### src/hdl/retimer_channel_map.vh
// register map and field constants for the retimer channel register bank
`ifndef RETIMER_CHANNEL_MAP_VH
`define RETIMER_CHANNEL_MAP_VH
`define ADDR_SELECT          8'hFF
`define ADDR_RESET_CONTROL   8'h00
`define ADDR_LOSS_FLAGS      8'h01
`define ADDR_RECOVERY_STATUS 8'h02
`define ADDR_FORCED_BOOST    8'h03
`define SEL_BROADCAST_BIT    3
`define SEL_ENABLE_BIT       2
`define SEL_INDEX_HI         1
`define SEL_INDEX_LO         0
`define RST_CORE_BIT         3
`define RST_REGS_BIT         2
`define RST_REFDOM_BIT       1
`define RST_OSCDIV_BIT       0
`define LOCK_LOSS_BIT        4
`define SIGNAL_LOSS_BIT      0
`define ST_PPM_BIT           7
`define ST_ADAPT_BIT         6
`define ST_FAIL_LOCK_BIT     5
`define ST_LOCK_BIT          4
`define ST_CDR_LOCK_BIT      3
`define ST_TRANS_BIT         2
`define ST_RATE_HIGH_BIT     1
`define SELECT_RESET         4'h0
`define CONTROL_RESET        4'h0
`define BOOST_RESET          8'h00
`define ZERO_BYTE            8'h00
`define NUM_CHANNELS         4
`endif

### src/hdl/retimer_channel_regs.v
// per-channel control and status register bank of a four-channel retimer
//
// Contract
// - channel select value steers later accesses until rewritten
// - only the select register decodes at the select address
// - four independent channel register copies, one per channel
// - control bit 3 resets that channel's core state machine; zero normal
// - control bit 2 restores that channel's registers to defaults
// - control bit 1 resets that channel's reference clock domain
// - control bit 0 resets that channel's oscillator divider domain
// - lock-loss flag set on lock lost after acquired; clears on read
// - signal-loss flag set only after signal detected then lost
// - status bit 7 high while data rate within ppm tolerance
// - status bit 6 high once equalizer adaptation has finished
// - status bit 5 high when signal insufficient for lock
// - status bits 4 and 3 both show recovery lock
// - status bit 2 high when enough transitions seen for lock
// - status bit 1 high when rate exceeds oscillator upper limit
// - register 3 holds software forced boost stages, default zero
// - broadcast bit makes writes reach all channels; reads use index
// - channel set reachable only while enable bit set
`timescale 1ns/10ps
`include "retimer_channel_map.vh"

module retimer_channel_regs #(
   parameter NCH = `NUM_CHANNELS
) (
   input  wire             CLK,
   input  wire             RST_N,
   input  wire             WR_EN,
   input  wire             RD_EN,
   input  wire [7:0]       ADDR,
   input  wire [7:0]       WR_DATA,
   output reg  [7:0]       RD_DATA,
   output reg              RD_VALID,
   output wire             SHARED_SEL,
   input  wire [NCH-1:0]   LOCK_IN,
   input  wire [NCH-1:0]   SIGNAL_DETECT_IN,
   input  wire [NCH-1:0]   PPM_OK_IN,
   input  wire [NCH-1:0]   ADAPT_DONE_IN,
   input  wire [NCH-1:0]   FAIL_LOCK_IN,
   input  wire [NCH-1:0]   TRANS_MET_IN,
   input  wire [NCH-1:0]   RATE_HIGH_IN,
   output reg  [NCH-1:0]   CORE_RESET,
   output reg  [NCH-1:0]   REFERENCE_DOMAIN_RESET,
   output reg  [NCH-1:0]   OSCILLATOR_DIVIDER_RESET,
   output reg  [8*NCH-1:0] FORCED_BOOST
);

   // ----------------------------------------
   // input synchronisers, three stages
   // ----------------------------------------
   localparam NSTAT = 7;
   wire [NSTAT*NCH-1:0] raw_status;
   reg  [NSTAT*NCH-1:0] sync_a;
   reg  [NSTAT*NCH-1:0] sync_b;
   reg  [NSTAT*NCH-1:0] sync_c;
   reg  [NSTAT*NCH-1:0] stable;

   assign raw_status = {RATE_HIGH_IN, TRANS_MET_IN, FAIL_LOCK_IN, ADAPT_DONE_IN,
                        PPM_OK_IN, SIGNAL_DETECT_IN, LOCK_IN};

   // a change counts only once stages two and three agree
   always @(posedge CLK or negedge RST_N) begin
      if (!RST_N) begin
         sync_a <= {NSTAT*NCH{1'b0}};
         sync_b <= {NSTAT*NCH{1'b0}};
         sync_c <= {NSTAT*NCH{1'b0}};
         stable <= {NSTAT*NCH{1'b0}};
      end else begin
         sync_a <= raw_status;
         sync_b <= sync_a;
         sync_c <= sync_b;
         stable <= (sync_b & sync_c) | (stable & (sync_b | sync_c));
      end
   end

   wire [NCH-1:0] lock_s      = stable[0*NCH +: NCH];
   wire [NCH-1:0] sigdet_s    = stable[1*NCH +: NCH];
   wire [NCH-1:0] ppm_s       = stable[2*NCH +: NCH];
   wire [NCH-1:0] adapt_s     = stable[3*NCH +: NCH];
   wire [NCH-1:0] faillock_s  = stable[4*NCH +: NCH];
   wire [NCH-1:0] trans_s     = stable[5*NCH +: NCH];
   wire [NCH-1:0] ratehigh_s  = stable[6*NCH +: NCH];

   // ----------------------------------------
   // channel select register
   // ----------------------------------------
   reg  [3:0] select;
   wire       sel_hit     = (ADDR == `ADDR_SELECT);
   wire       chan_enable = select[`SEL_ENABLE_BIT];
   wire       broadcast   = select[`SEL_BROADCAST_BIT];
   wire [1:0] target      = select[`SEL_INDEX_HI:`SEL_INDEX_LO];

   // the select register is the only decode at its address
   always @(posedge CLK or negedge RST_N) begin
      if (!RST_N)
         select <= `SELECT_RESET;
      else if (WR_EN && sel_hit)
         select <= WR_DATA[3:0]; // held until the next write here
   end

   // with the enable clear, accesses belong to the shared set outside
   assign SHARED_SEL = !chan_enable || sel_hit;

   wire chan_wr = WR_EN && chan_enable && !sel_hit;
   wire chan_rd = RD_EN && chan_enable && !sel_hit;

   // ----------------------------------------
   // per-channel register copies
   // ----------------------------------------
   reg [3:0]     rst_ctl  [0:NCH-1]; // one copy per channel
   reg [NCH-1:0] lock_seen;
   reg [NCH-1:0] sig_seen;
   reg [NCH-1:0] lock_lost;
   reg [NCH-1:0] sig_lost;
   reg [NCH-1:0] regs_rst;
   reg [NCH-1:0] clr_flags;
   integer       k_dec;
   integer       k_ctl;
   integer       k_bst;
   integer       k_flg;
   integer       k_out;

   // true when a channel write in this cycle reaches channel ch
   function wr_hits;
      input integer ch;
      begin
         wr_hits = chan_wr && (broadcast || (target == ch[1:0]));
      end
   endfunction

   function [7:0] status_byte;
      input integer ch;
      begin
         status_byte = `ZERO_BYTE;
         status_byte[`ST_PPM_BIT]       = ppm_s[ch];
         status_byte[`ST_ADAPT_BIT]     = adapt_s[ch];
         status_byte[`ST_FAIL_LOCK_BIT] = faillock_s[ch];
         status_byte[`ST_LOCK_BIT]      = lock_s[ch];
         status_byte[`ST_CDR_LOCK_BIT]  = lock_s[ch];
         status_byte[`ST_TRANS_BIT]     = trans_s[ch];
         status_byte[`ST_RATE_HIGH_BIT] = ratehigh_s[ch];
      end
   endfunction

   // one process per register kind keeps every variable on a single driver
   always @* begin
      regs_rst  = {NCH{1'b0}};
      clr_flags = {NCH{1'b0}};
      for (k_dec = 0; k_dec < NCH; k_dec = k_dec + 1) begin
         // the register-reset bit holds its copy at defaults while set;
         // its own byte stays writable so software can release it
         regs_rst[k_dec]  = rst_ctl[k_dec][`RST_REGS_BIT];
         clr_flags[k_dec] = chan_rd && (target == k_dec[1:0]) &&
                            (ADDR == `ADDR_LOSS_FLAGS);
      end
   end

   always @(posedge CLK or negedge RST_N) begin
      if (!RST_N) begin
         for (k_ctl = 0; k_ctl < NCH; k_ctl = k_ctl + 1)
            rst_ctl[k_ctl] <= `CONTROL_RESET;
      end else begin
         for (k_ctl = 0; k_ctl < NCH; k_ctl = k_ctl + 1) begin
            if (wr_hits(k_ctl) && ADDR == `ADDR_RESET_CONTROL) begin
               // bits stay until software writes zero back, except that bit 2 clears bits 3, 1 and 0
               rst_ctl[k_ctl] <= WR_DATA[3:0];
            end else if (regs_rst[k_ctl]) begin
               rst_ctl[k_ctl][`RST_CORE_BIT]   <= 1'b0;
               rst_ctl[k_ctl][`RST_REFDOM_BIT] <= 1'b0;
               rst_ctl[k_ctl][`RST_OSCDIV_BIT] <= 1'b0;
            end
         end
      end
   end

   always @(posedge CLK or negedge RST_N) begin
      if (!RST_N) begin
         FORCED_BOOST <= {NCH{`BOOST_RESET}};
      end else begin
         for (k_bst = 0; k_bst < NCH; k_bst = k_bst + 1) begin
            if (regs_rst[k_bst])
               FORCED_BOOST[8*k_bst +: 8] <= `BOOST_RESET;
            else if (wr_hits(k_bst) && ADDR == `ADDR_FORCED_BOOST)
               FORCED_BOOST[8*k_bst +: 8] <= WR_DATA;
         end
      end
   end

   always @(posedge CLK or negedge RST_N) begin
      if (!RST_N) begin
         lock_seen <= {NCH{1'b0}};
         sig_seen  <= {NCH{1'b0}};
         lock_lost <= {NCH{1'b0}};
         sig_lost  <= {NCH{1'b0}};
      end else begin
         for (k_flg = 0; k_flg < NCH; k_flg = k_flg + 1) begin
            if (regs_rst[k_flg]) begin
               lock_seen[k_flg] <= 1'b0;
               sig_seen[k_flg]  <= 1'b0;
               lock_lost[k_flg] <= 1'b0;
               sig_lost[k_flg]  <= 1'b0;
            end else begin
               // arm on acquisition, disarm on loss; a set beats a read clear
               lock_seen[k_flg] <= lock_s[k_flg];
               sig_seen[k_flg]  <= sigdet_s[k_flg];
               if (lock_seen[k_flg] && !lock_s[k_flg])
                  lock_lost[k_flg] <= 1'b1;
               else if (clr_flags[k_flg])
                  lock_lost[k_flg] <= 1'b0;
               if (sig_seen[k_flg] && !sigdet_s[k_flg])
                  sig_lost[k_flg] <= 1'b1;
               else if (clr_flags[k_flg])
                  sig_lost[k_flg] <= 1'b0;
            end
         end
      end
   end

   always @(posedge CLK or negedge RST_N) begin
      if (!RST_N) begin
         CORE_RESET               <= {NCH{1'b0}};
         REFERENCE_DOMAIN_RESET   <= {NCH{1'b0}};
         OSCILLATOR_DIVIDER_RESET <= {NCH{1'b0}};
      end else begin
         for (k_out = 0; k_out < NCH; k_out = k_out + 1) begin
            CORE_RESET[k_out]               <= rst_ctl[k_out][`RST_CORE_BIT];
            REFERENCE_DOMAIN_RESET[k_out]   <= rst_ctl[k_out][`RST_REFDOM_BIT];
            OSCILLATOR_DIVIDER_RESET[k_out] <= rst_ctl[k_out][`RST_OSCDIV_BIT];
         end
      end
   end

   // ----------------------------------------
   // read path
   // ----------------------------------------
   // reads always use the index, never the broadcast bit
   reg [7:0] next_rd_data;
   always @* begin
      next_rd_data = `ZERO_BYTE;
      case (ADDR)
         `ADDR_RESET_CONTROL: next_rd_data = {4'h0, rst_ctl[target]};
         `ADDR_LOSS_FLAGS: begin
            next_rd_data[`LOCK_LOSS_BIT]   = lock_lost[target];
            next_rd_data[`SIGNAL_LOSS_BIT] = sig_lost[target];
         end
         `ADDR_RECOVERY_STATUS: next_rd_data = status_byte(target);
         `ADDR_FORCED_BOOST: next_rd_data = FORCED_BOOST[8*target +: 8];
         default: next_rd_data = `ZERO_BYTE;
      endcase
   end

   // select register reads are not answered: RD_VALID stays low and RD_DATA holds
   always @(posedge CLK or negedge RST_N) begin
      if (!RST_N) begin
         RD_DATA  <= `ZERO_BYTE;
         RD_VALID <= 1'b0;
      end else begin
         RD_VALID <= chan_rd;
         if (chan_rd)
            RD_DATA <= next_rd_data;
      end
   end

endmodule // retimer_channel_regs

### config.mk
export PLATFORM = sky130hd
export DESIGN_NAME = retimer_channel_regs
export DESIGN_NICKNAME = d
export VERILOG_FILES = /design/src/hdl/retimer_channel_regs.v
export VERILOG_INCLUDE_DIRS = /design/src /design/src/hdl
export SDC_FILE = /design/constraint.sdc
export NUM_CORES = 1
export LEC_CHECK = 0
export BUFFER_PORTS_ARGS = -buffer_cell sky130_fd_sc_hd__buf_2
export CAP_MARGIN = 20
export CORE_MARGIN = 1
export CORE_UTILIZATION = 39
export DETAILED_ROUTE_END_ITERATION = 10
export SLEW_MARGIN = 10
export SYNTH_ARGS = -nofsm -noshare
export SYNTH_HDL_FRONTEND = slang
export SYNTH_SLANG_ARGS = --single-unit
### constraint.sdc
create_clock -name CLK -period 2.8 [get_ports CLK]
set_input_delay 0.42 -clock CLK [delete_from_list [all_inputs] [get_ports CLK]]
set_output_delay 0.42 -clock CLK [all_outputs]
set_load 0.01 [all_outputs]
# Word-level counts from Yosys, hierarchy flattened
# Cells that the tools add are included.
[totals] ff_bits=201 elab_cells=189 output_inout_bits=54
[op_classes] order_cmp=3 eq_ne=7 mux=75 n_bitwise=5 reduce_logical=66 shifts=1
[ops] operator="$mux 8" n=8
[ops] operator="$and 28x28->28" n=2
[ops] operator="$or 28x28->28" n=2
[ops] operator="$mux 1" n=44
[ops] operator="$logic_and 1x1->1" n=33
[ops] operator="$shiftx 32x6->8" n=1
[ops] operator="$reduce_bool 3->1" n=8
[ops] operator="$bmux 1 s2" n=8
[ops] operator="$eq 8x2->1 const B" n=2
[ops] operator="$mux 2" n=8
[ops] operator="$reduce_bool 2->1" n=8
[ops] operator="$logic_not 1->1" n=10
[ops] operator="$pmux 3 s3" n=1
[ops] operator="$bmux 4 s2" n=1
[ops] operator="$eq 8x1->1 const B" n=1
[ops] operator="$eq 8x8->1 const B" n=1
[ops] operator="$logic_not 8->1" n=1
[ops] operator="$mux 4" n=2
[ops] operator="$lt 2x3->1 const B" n=2
[ops] operator="$pmux 1 s3" n=2
[ops] operator="$pmux 3 s2" n=1
[ops] operator="$logic_or 1x1->1" n=5
[ops] operator="$eq 2x2->1 const B" n=2
[ops] operator="$ge 3x3->1 const B" n=1
[ops] operator="3 further kinds" n=3

# Logic depth before layout (Yosys ltp)
[logic_depth] word_depth=8 mapped_depth=6 ltp_nobuf=5

# Worst setup path after synthesis
# Ideal clock, no wire load.
[synth_timing] path_kind="input-to-reg" start="input port ADDR[3]" end="register rst_ctl (netlist bit regs_rst[0])" stages=4 path_buffers=0 setup_slack_ns=0.899 t_arrival_ns=1.776 required_ns=2.675 path_cell_list="nor4_4 > nand3_1 > nor3_2 > mux2_2"
[synth_between] elab_chain_len=5 elab_cells_between_ends=6 classes_between="eq/ne (1); reduce/logical (5)"
[synth_rtl] element="from (decl)" line_no="retimer_channel_regs.v:32" source="input wire [7:0] ADDR,"
[synth_rtl] element="$eq 8x8->1 (no line)"
[synth_rtl] element="$logic_not 1->1" line_no="retimer_channel_regs.v:106" source="wire chan_wr = WR_EN && chan_enable && !sel_hit;"
[synth_rtl] element="$logic_and 1x1->1" line_no="retimer_channel_regs.v:106"
[synth_rtl] element="$logic_and 1x1->1" line_no="retimer_channel_regs.v:129" source="wr_hits = chan_wr && (broadcast || (target == ch[1:0]));"
[synth_rtl] element="$logic_and 1x1->1 (no line) (*)"
[synth_rtl] element="to (signal, indexed assignment)" line_no="retimer_channel_regs.v:163" source="rst_ctl[k_ctl] <= `CONTROL_RESET;"
[synth_rtl] element="to (signal, indexed assignment)" line_no="retimer_channel_regs.v:168" source="rst_ctl[k_ctl] <= WR_DATA[3:0];"
[synth_rtl] element="to (decl)" line_no="retimer_channel_regs.v:112" source="reg [3:0] rst_ctl [0:NCH-1];"
# Mark *: on every way between the ends. The rest lies on a longest branch, timed or not.
# A chain may end at the register's enable or synchronous reset.

# Worst setup path in the final report
[layout_timing] start="register select[1]" end="register FORCED_BOOST[19]"
[layout_between] elab_chain_len=5
[layout_rtl] element="from (decl)" line_no="retimer_channel_regs.v:89" source="reg [3:0] select;"
[layout_rtl] element="from (signal assigned)" line_no="retimer_channel_regs.v:98" source="select <= `SELECT_RESET;"
[layout_rtl] element="from (signal assigned)" line_no="retimer_channel_regs.v:100" source="select <= WR_DATA[3:0];"
[layout_rtl] element="$eq 2x2->1" line_no="retimer_channel_regs.v:129"
[layout_rtl] element="$logic_or 1x1->1" line_no="retimer_channel_regs.v:129"
[layout_rtl] element="$logic_and 1x1->1" line_no="retimer_channel_regs.v:129"
[layout_rtl] element="$logic_and 1x1->1 (no line)"
[layout_rtl] element="$reduce_bool 2->1 (no line)"
[layout_rtl] element="to (signal assigned)" line_no="retimer_channel_regs.v:180" source="FORCED_BOOST <= {NCH{`BOOST_RESET}};"
[layout_rtl] element="to (signal, indexed assignment)" line_no="retimer_channel_regs.v:184" source="FORCED_BOOST[8*k_bst +: 8] <= `BOOST_RESET;"
[layout_rtl] element="to (decl)" line_no="retimer_channel_regs.v:47" source="output reg [8*NCH-1:0] FORCED_BOOST"
# No other way between the ends.

==> qor.yml <==
timing:
  finalSetupTns_ps: 0
  slew_viol_final: 0
  hold_violations: 0
  clock.fmax_ghz: 0.507
  setup_violations: 0
  worst_slew_pin_slew_ps: 704
  relSlewSlack_pct: 52.9
  clock_skew_ps: 15.6
  fin_hold_ws_ps: 25.4
  min_period_ps: 1970
  post-route-period-util_pct: 70.5
  rsz0062_at_grt: "no"
die:
  die_area_sq_um: 19500
  core_sq_um: 18300
  ios: 102
  initial_core_util_pct: 40.4
  rows: 49
  die_x_microns: 140
  die_y_microns: 140
route:
  drt_iter0_markers: 271
  firstDrtPassIters: 5
  ant_nets: 0
  dr_wl_met2_mm: 7.54
  wl_met1_mm: 7.25
  avgRoutedWirePerCell_microns: 18.7
  route.detailed.drc: 0
  wl_met3_microns: 876
  drt_wl_total_mm: 15.9
  top_layer: "met4"
  viasPerCell: 5.04
  vias: 4296
synthesis:
  synth_area_leaders: "dfrtp_1 68%, mux4_2 6.1%, mux2i_1 4.9%, maj3_1 3.8%, nand2_1 3.8%"
  synth_ff_type: "dfrtp_1"
  syn_area_per_cell_sq_um: 14.9
  synth-edff-count: 0
  yosysMostFrequentCell: "dfrtp_1"
  ys_async_sr_fraction_pct: 100
  syn-cell-area_sq_um: 7390
  syn_nets: 543
  synth.largest_area_cell: "dfrtp_1"
  synth.yosys.warnings: 0
  netlist_instances: 495
  synth_cell_types: 33
  synth_top_cells_by_count: "201 x dfrtp_1, 74 x nand2_1, 36 x mux2i_1"
  netlist.area_leader.share_pct: 68.1
  seq_area_frac_synth_pct: 68.1
  ys_ff_latch: 201
clocking:
  clk_pin_slew_worst_paths_ps: 60
  max-clock-path-buffers: 3
  post-cts-setup-buffers: 0
  cts_buffers: 22
  cts.sinks: 201
  clock_latency_ps: 500
  cts-root-buf: "clkbuf_16"
  cts_max_level: 1
  tritoncts: "yes"
  cts_resized: 0
  holdBufCountCts: 1
flow_run:
  drv_cap: 0
pwr:
  powerDensity_nw_per_um2: 717
  vdd_ir_drop_max_v: 0.000440
  p_leak_nw: 4.07
place:
  dp_cells: 813
  io_buffers: 101
  gp_congestion: 0.832
  dpl.hpwl_mm: 10.9
global_routing:
  antenna_found_initial: 0
  grt_pass1_wl_mm: 25.7
  overflow: 0
  track_usage_pct: 17.0
  grt_max_degree: 79
  grt_pass1_vias: 4517
critical_path:
  slowest_stage: "dfrtp_1"
  critPathMaxFanout: 12
  critical_path_class: "flip-flop to flip-flop"
  path_cells: "nor2b_1, nor2_1, nor3_4, mux2i_1"
  critPathLaunchType: "flip-flop"
  cp.arrival_ps: 2380
  cp_slowest_stage_delay_ps: 650
  endpoint_kind: "flip-flop"
  critPathRequiredTime_ps: 3210
layout:
  drive_above_1_share_pct: 31.3
  syn_to_final_growth_pct: 21.5
  n_antenna_cell: 0
  num-nets-final: 657
  fin_cells: 853
min_path:
  min_path_type: "input pin to flip-flop"
status:
  status: "finished, final reports clean"
## report_power, final
group / switching (W) / internal [W] / leakage (nW) / total, W
Clock: 0.00112 / 0.00189 / 0.369 / 0.00302
Sequential: 0.0000723 / 0.00303 / 2.32 / 0.00311
Combinational: 0.000175 / 0.000136 / 1.38 / 0.000311
## registers in the layout, indices dropped and copies added, names as in the netlist, 8 cells and up
name          flops
rst_ctl          12
sync_a           28
RD_DATA           8
stable           28
FORCED_BOOST     32
sync_c           28
sync_b           28
## critical path: cells and delay by family (launching register included)
kind          cells  cell delay, ps
mux               1             300
flops             1             650
simple gates      3             920
## cell usage in the layout, fill, tap and decap left out, types with 5 or more instances in the layout
| cell type | netlist | layout |
|---|---|---|
| nand3_1 | 7 | 7 |
| clkbuf_16 | 0 | 23 |
| clkbuf_1 | 12 | 5 |
| maj3_1 | 28 | 28 |
| nand2_1 | 74 | 74 |
| buf_2 | 3 | 100 |
| a32o_1 | 8 | 8 |
| mux2i_1 | 36 | 36 |
| nor2b_1 | 23 | 23 |
| nand4_1 | 5 | 5 |
| dfrtp_1 | 201 | 201 |
| nor2_1 | 14 | 14 |
| mux2_2 | 20 | 20 |
| o21ai_0 | 8 | 8 |
| buf_4 | 1 | 5 |
| clkinv_1 | 5 | 5 |
| mux4_2 | 20 | 20 |
## cells by family (layout without fill, tap and decap cells)
logic type	count (synthesis)	in the layout	share of synthesized area (%)
AO/OA/AOI/OAI	23	23	2.63
adder cells (fa/ha/maj)	28	28	3.79
buffers and inverters	27	156	1.47
flip-flops	201	201	68.1
multiplexers	76	76	14.0
AND/OR/NAND/NOR	140	140	9.98
## metal layers
layer | GRT usage, % | vias to the layer above
met5 | 0 | -
met2 | 26.8 | 98
met4 | 4.45 | 0
met1 | 24.1 | 2207
li1 | - | 1965
met3 | 3.58 | 26
## area by class of cell
class | instances | area [sq um]
clock buffer | 29 | 608
tap | 229 | 287
clock inverter | 10 | 155
inverter | 7 | 26.3
fill | 1577 | 9300
sequential | 201 | 5030
multi-input combinational | 267 | 2250
timing repair buffer | 110 | 622
## metrics by stage
step | util (%) | power, W | instance area [sq um] | worst slack (ps)
floorplan | - | 0.00329 | 7390 | 899
global placement | 44.9 | 0.00347 | 8200 | 541
detailed placement | 44.9 | 0.00348 | 8200 | 485
CTS | 49.1 | 0.00652 | 8970 | 805
global route | 49.1 | 0.00668 | 8970 | 755
finish | 49.1 | 0.00644 | 8970 | 826
## worst paths after layout
check	start	endpoint	slack, ps	depth (start not counted)
setup / recovery	select[1]	FORCED_BOOST[19]	830	4
hold reg to reg	sync_a[16]	sync_b[16]	350	0
hold / removal	ADAPT_DONE_IN[0]	sync_a[12]	30	1
min in group asynchronous	RST_N	sync_a[16]	500	2
setup reg to reg	select[1]	FORCED_BOOST[19]	830	4
max in group asynchronous	RST_N	sig_seen[3]	1420	3
Note: power is estimated with default switching activity, not from simulation.
